File: config.mk
export PLATFORM = sky130hd
export DESIGN_NAME = bbsram_host
export DESIGN_NICKNAME = d
export VERILOG_FILES = /design/src/bbsram_pkg.sv /design/src/bbsram_sync.sv /design/src/bbsram_host.sv
export SDC_FILE = /design/constraint.sdc
export NUM_CORES = 1
export LEC_CHECK = 0
export ABC_AREA = 1
export CAP_MARGIN = 20
export CELL_PAD_IN_SITES_DETAIL_PLACEMENT = 2
export CELL_PAD_IN_SITES_GLOBAL_PLACEMENT = 2
export CORE_AREA = 2 2 118 120
export CTS_BUF_LIST = sky130_fd_sc_hd__clkbuf_4 sky130_fd_sc_hd__clkbuf_8
export CTS_CLUSTER_SIZE = 8
export DETAILED_ROUTE_END_ITERATION = 7
export DIE_AREA = 0 0 120 122
export DONT_BUFFER_PORTS = 1
export PLACE_DENSITY = 0.9
export SYNTH_ARGS = -nofsm -noshare
export SYNTH_HDL_FRONTEND = slang
export SYNTH_SLANG_ARGS = --single-unit
File: constraint.sdc
create_clock -name mclk -period 2.9 [get_ports mclk]
set_clock_uncertainty 0.2 [all_clocks]
set_input_delay 0.58 -clock mclk [delete_from_list [all_inputs] [get_ports mclk]]
set_output_delay 0.58 -clock mclk [all_outputs]
set_load 0.005 [all_outputs]
File: src/bbsram_pkg.sv
// Purpose: Constants for the host-side controller of a battery-backed 8K x 8 static memory
// Assumes: 125 MHz mclk (8 ns period)
// Notes: Times in ns, recovery in ms; cycle counts derived from them
package bbsram_pkg;
   // ****************************************
   // Geometry
   // ****************************************
   localparam int ADDR_W = 13;
   localparam int DATA_W = 8;
   localparam int MEM_DEPTH = 8192;
   // ****************************************
   // Timing
   // ****************************************
   localparam int CLK_PERIOD_NS = 8;
   localparam int ADDR_ACCESS_NS = 70;
   localparam int SEL_ACCESS_NS = 70;
   localparam int OUT_ACCESS_NS = 35;
   localparam int STROBE_LOW_NS = 50;
   localparam int DATA_SETUP_NS = 30;
   localparam int DATA_HOLD_NS = 5;
   localparam int RELEASE_GAP_NS = 0;
   localparam int HIGHZ_NS = 25;
   localparam int REC_MAX_MS = 200;
   // Least times round up, at least one cycle
   localparam int READ_CYC = (ADDR_ACCESS_NS + CLK_PERIOD_NS - 1) / CLK_PERIOD_NS + 1;
   localparam int WR_LOW_CYC = (STROBE_LOW_NS + CLK_PERIOD_NS - 1) / CLK_PERIOD_NS;
   localparam int SETUP_CYC = (DATA_SETUP_NS + CLK_PERIOD_NS - 1) / CLK_PERIOD_NS;
   localparam int HOLD_CYC = (DATA_HOLD_NS + CLK_PERIOD_NS - 1) / CLK_PERIOD_NS;
   localparam int GAP_CYC = (RELEASE_GAP_NS + CLK_PERIOD_NS - 1) / CLK_PERIOD_NS + 1;
   localparam int HIGHZ_CYC = (HIGHZ_NS + CLK_PERIOD_NS - 1) / CLK_PERIOD_NS;
   localparam int REC_CYC_DEF = REC_MAX_MS * 125000;
   localparam logic [3:0] CNT_ZERO = 4'h0;
endpackage

File: src/bbsram_sync.sv
// Purpose: Two-flop synchroniser for pin inputs
// Assumes: First stage read only by second stage
// Notes: Width is a parameter
`timescale 1ns/1ps
module bbsram_sync #(parameter int W = 1)
(
   input wire logic mclk,
   input wire logic rst,
   input wire logic [W-1:0] din,
   output logic [W-1:0] dout
);
   logic [W-1:0] meta_q;
   // Two stages, cleared by reset
   always_ff @(posedge mclk)
   begin
      if (rst)
      begin
         meta_q <= '0;
         dout <= '0;
      end
      else
      begin
         meta_q <= din;
         dout <= meta_q;
      end
   end
endmodule

File: src/bbsram_host.sv
// Purpose: Host bus master for a battery-backed 8K x 8 asynchronous memory
// Assumes: One request at a time over a valid/ready port
// Notes: Waits out power-up recovery after reset before any access
`timescale 1ns/1ps
module bbsram_host
   import bbsram_pkg::*;
#(
   parameter int REC_CYC = REC_CYC_DEF
)
(
   input wire logic mclk,
   input wire logic rst,
   input wire logic req_valid,
   output logic req_ready,
   input wire logic req_write,
   input wire logic [bbsram_pkg::ADDR_W-1:0] req_addr,
   input wire logic [bbsram_pkg::DATA_W-1:0] req_wdata,
   output logic rsp_valid,
   output logic [bbsram_pkg::DATA_W-1:0] rsp_rdata,
   output logic [bbsram_pkg::ADDR_W-1:0] addr_lines,
   output logic cs_n,
   output logic out_drv_n,
   output logic store_strobe_n,
   input wire logic [bbsram_pkg::DATA_W-1:0] data_pins_i,
   output logic [bbsram_pkg::DATA_W-1:0] data_pins_o,
   output logic data_pins_oe
);
   import bbsram_pkg::*;

   typedef enum {ST_RECOVER, ST_IDLE, ST_READ, ST_WSETUP, ST_WLOW, ST_WHOLD, ST_GAP} bbsram_st_t;

   // ****************************************
   // State
   // ****************************************
   bbsram_st_t st_q, st_d;
   logic [3:0] cnt_q, cnt_d;
   logic [31:0] rec_q;
   logic [DATA_W-1:0] din_s;
   logic [ADDR_W-1:0] addr_q;
   logic [DATA_W-1:0] wdata_q;
   logic [DATA_W-1:0] rdata_q;
   logic rsp_q;
   logic cs_n_q, oe_n_q, we_n_q, drv_q;

   // Data pins come from another domain, so synchronise first
   bbsram_sync #(.W(DATA_W)) u_sync
   (
      .mclk(mclk),
      .rst(rst),
      .din(data_pins_i),
      .dout(din_s)
   );

   // ****************************************
   // Decode
   // ****************************************
   wire cnt_done = (cnt_q == CNT_ZERO);
   wire rec_done = (rec_q == 32'h0);
   wire take = (st_q == ST_IDLE) && req_valid;
   wire read_capture = (st_q == ST_READ) && cnt_done;

   // Ready only while idle, after recovery has run out
   assign req_ready = (st_q == ST_IDLE);
   assign rsp_valid = rsp_q;
   assign rsp_rdata = rdata_q;
   assign addr_lines = addr_q;
   assign cs_n = cs_n_q;
   assign out_drv_n = oe_n_q;
   assign store_strobe_n = we_n_q;
   assign data_pins_o = wdata_q;
   assign data_pins_oe = drv_q;

   // Sequencer; cycle counts include two synchroniser stages on reads
   always_comb
   begin
      st_d = st_q;
      cnt_d = cnt_done ? CNT_ZERO : cnt_q - 4'h1;
      unique case (st_q)
         ST_RECOVER: if (rec_done) st_d = ST_IDLE;
         ST_IDLE:
         begin
            if (take && req_write)
            begin
               st_d = ST_WSETUP;
               cnt_d = 4'(SETUP_CYC - 1);
            end
            else if (take)
            begin
               st_d = ST_READ;
               cnt_d = 4'(READ_CYC + 1);
            end
         end
         ST_READ: if (cnt_done)
         begin
            st_d = ST_GAP;
            cnt_d = 4'(GAP_CYC - 1);
         end
         ST_WSETUP: if (cnt_done)
         begin
            st_d = ST_WLOW;
            cnt_d = 4'(WR_LOW_CYC - 1);
         end
         ST_WLOW: if (cnt_done)
         begin
            st_d = ST_WHOLD;
            cnt_d = 4'(HOLD_CYC - 1);
         end
         ST_WHOLD: if (cnt_done)
         begin
            st_d = ST_GAP;
            cnt_d = 4'(GAP_CYC - 1);
         end
         ST_GAP: if (cnt_done) st_d = ST_IDLE;
      endcase
   end

   // ****************************************
   // Pin decode
   // ****************************************
   // Pins follow the next state, so they move on the same edge as the state;
   // every pin is a flop output and cannot glitch toward the memory
   wire rd_phase_d = (st_d == ST_READ);
   wire wr_phase_d = (st_d == ST_WSETUP) || (st_d == ST_WLOW) || (st_d == ST_WHOLD);
   wire cs_n_d = !(rd_phase_d || wr_phase_d);
   // Output drive stays high on writes so both sides never fight over the data pins
   wire oe_n_d = !rd_phase_d;
   // Strobe only inside the select window; address is frozen from accept
   wire we_n_d = !(st_d == ST_WLOW);
   // Data drive spans the whole write select, so setup and hold come from the phases
   wire drv_d = wr_phase_d;
   // Answer pulses one cycle after a read capture or the end of the write hold
   wire wr_done = (st_q == ST_WHOLD) && cnt_done;
   wire rsp_d = read_capture || wr_done;
   // Limitation: the host cannot see the supply, so it waits the longest
   // recovery after every reset; the counter parks at zero until rearmed
   wire [31:0] rec_d = rec_done ? 32'h0 : rec_q - 32'h1;

   // ****************************************
   // Registers
   // ****************************************
   // Sequencer state; recovery starts over on every reset
   always_ff @(posedge mclk)
   begin
      if (rst)
      begin
         st_q <= ST_RECOVER;
         cnt_q <= CNT_ZERO;
         rec_q <= 32'(REC_CYC);
      end
      else
      begin
         st_q <= st_d;
         cnt_q <= cnt_d;
         rec_q <= rec_d;
      end
   end

   // Pin levels; all inactive and undriven in reset so the memory sees a deselect
   always_ff @(posedge mclk)
   begin
      if (rst)
      begin
         cs_n_q <= 1'b1;
         oe_n_q <= 1'b1;
         we_n_q <= 1'b1;
         drv_q <= 1'b0;
      end
      else
      begin
         cs_n_q <= cs_n_d;
         oe_n_q <= oe_n_d;
         we_n_q <= we_n_d;
         drv_q <= drv_d;
      end
   end

   // Address and data latched at accept, held for the whole cycle
   always_ff @(posedge mclk)
   begin
      if (rst)
      begin
         addr_q <= '0;
         wdata_q <= '0;
      end
      else if (take)
      begin
         addr_q <= req_addr;
         wdata_q <= req_wdata;
      end
   end

   // Read data stays put after the pulse, until the next read lands
   always_ff @(posedge mclk)
   begin
      if (rst)
      begin
         rdata_q <= '0;
         rsp_q <= 1'b0;
      end
      else
      begin
         if (read_capture) rdata_q <= din_s;
         rsp_q <= rsp_d;
      end
   end
endmodule

==> out/summary.txt <==
#FFs+latches synth: 118
post-layout min period: 2.70 ns
DIE AREA: 14600 um^2
endpoint type of the worst setup path: output port
area leader, netlist: dfxtp_1
drt wl/cell: 18.5 um
total gr overflow: 0
Cells after DPL: 812
starting DRC count in detailed routing: 177
Int Power: 3.03 mW
Hold Path Stages: 2
first-pass GRT wire length: 25400 um
Die H: 122 um
Setup CP Type: register to output port
clk slew on worst S/H paths: 0.07 ns
Global Route Usage Sum: 22.6%
IO Port Bufs: 0
Cell Pwr Density: 816 nW/um^2
Initial DRT Pass Iterations: 4
Cell Area, Synth: 4850 um^2
Worst Hold Slack: 0.0307 ns
initial antenna violation count: 0
pin count of the biggest net entering global routing: 53
Worst Setup Start Kind: register
min-delay src: data_pins_i[5]
Post-synth EDFFs: 0
NetSw: 1.48 mW
Via Count: 4314
CTS tree: yes
R2R Setup Slk: 0.22 ns
Placer Congestion: 0.825
met1 Usage GRT: 23.0%
Clk Tree Root Cell: clkbuf_8
Seq/Total Area, Yosys: 48.7%
Flop pwr share: 43.0%
vias per cell: 5.08
reg2reg end: cs_n
core area: 13500 um^2
Ys Warns: 0
status: complete, no violations
post-synthesis cell count: 650
Max VDD drop: 0.000574 V
fillcell total: 1560
top-count cell post-synth: nor2_1
fraction of registers with async set/reset: 0%
Clock Sinks: 118
sw frac: 32.8%
ant diodes: 0
Post-synth top cells: nor2_1 (160), dfxtp_1 (118), nand2_1 (97)
Finished Layout Cells: 849
GR Util met2: 42.9%
Hold EP: u_sync.meta_q[5]
net count after synthesis: 685
final hold violations: 0
TNS Setup: 0 ns
Setup-failing EPs final: 0
NumNets Final: 691
vias in the first global route: 4930
Post-synth top flop: dfxtp_1
LEAKAGE: 2.31 nW
post-synth cell types: 36
Antenna Violating Nets Remaining: 0
HPWL after detailed placement: 10200 um
Max Cap Viol: 0
Synth top area share: 48.7%
max frequency: 370 MHz
met3 GRT Util: 6.18%
Worst Hold Class: input port to register
Slew @ Worst Pin: 0.637 ns
CTS buffer count: 17
Tot Pwr: 4.51 mW
Required @ worst endpoint: 2.12 ns
clock share of power: 36.7%
Die X: 120 um
area grow syn2layout: 14.0%
# DRC: 0
Critical R2R Launch: st_q[26]
worst skew pair latency: 0.46 ns
maximum root-to-sink buffer count: 2
critical path arrival: 1.92 ns
Initial Util: 35.9%
Mean Syn Cell Area: 7.46 um^2
Slew Limit Fails: 0
H-tree Lvls: 4
Std-Cell Rows: 43
Final Cycle Share: 93.2%
Routed WL: 15700 um
Ports: 68
synth top area cells: dfxtp_1 (49%), nor2_1 (12%), nand2_1 (7.5%)
busiest layer in global routing: met2
Comb pwr share: 20.4%
r2r worst-path depth: 14
layout cells sized above 1: 12.1%
end-of-flow core utilization: 40.9%
CP max FO: 15
slew margin rel.: 57.5%
layout by cell type (no fill, tap or decap), types with 12 or more instances in the layout:
cell type  Yosys  layout
inv_1         65      65
nor2_1       160     159
nand3_1       20      20
nor2_2        15      16
o21ai_0       40      40
xor2_1        12      12
clkbuf_8       0      21
nor3_1        24      23
nand2_1       97      97
dfxtp_1      118     118
a21oi_1       15      15
worst max path at each step:
stage | slack (ns) | startpoint | to
after detailed placement | 0.25 | rec_q[0] | rec_q[30]
after CTS | 0.13 | st_q[26] | req_ready
after global placement | 0.52 | rec_q[0] | cs_n
after global routing | -0.03 | st_q[24] | req_ready
after floorplan | 0.87 | rec_q[0] | rec_q[30]
final | 0.20 | st_q[26] | req_ready
power groups by stage:
stage,sequential [mW],combinational [mW],clock (mW)
after floorplan,1.92,0.676,0
after global placement,1.96,0.786,0
after detailed placement,1.97,0.871,0
after CTS,1.94,0.924,1.68
after global routing,1.96,1.05,1.76
final,1.94,0.919,1.65
critical path: stages (launching register included):
cell     delay [ns]
dfxtp_1        0.33
nor2_1         0.12
nand2_1        0.07
nor2_1         0.24
nand2_2        0.27
nor3_2         0.22
nand2_1        0.08
inv_1          0.14
metal layers:
layer  vias up  part of all wire, %
met5         -                    0
met4         0                  3.1
met3        37                  3.4
met2        76                   56
met1      2123                   38
li1       2078                    -
layout make-up:
type / instances / area [um^2] / share of cell area, %
clock buffers: 24 / 312 / 5.64
clock inverters: 8 / 120 / 2.17
inverters: 73 / 278 / 5.03
multi-input cells: 437 / 2140 / 38.7
flip-flops and latches: 118 / 2360 / 42.8
well taps: 180 / 225 / 4.08
repair buffers: 9 / 90.1 / 1.63
metrics by stage:
step	worst slack [ns]	instance area, um^2
after floorplan	0.872	4850
after global placement	0.515	5010
after detailed placement	0.249	5010
after CTS	0.131	5490
after global routing	-0.0330	5520
final	0.196	5520
state kept, by name, indices dropped and copies added (netlist names):
name,cells
rec_q,32
st_q,32
cnt_q,4
data_pins_oe,1
data_pins_o,8
out_drv_n,1
u_sync.meta_q,8
rsp_valid,1
addr_lines,13
cs_n,1
u_sync.dout,8
rsp_rdata,8
store_strobe_n,1
logic make-up after synthesis:
logic type,synth area share (%)
simple gates,32.5
compound gates,7.69
flops,48.7
xor+xnor,2.89
buf+inv,7.62
fa+ha+maj,0.516
what timing repair did:
item,CTS,global route
hold buffers,4,1
resized for setup,0,6
buffers inserted,0,0
endpoints found under the hold margin,53,1
endpoints found under the setup margin,0,6
(Power assumes the default switching activity.)
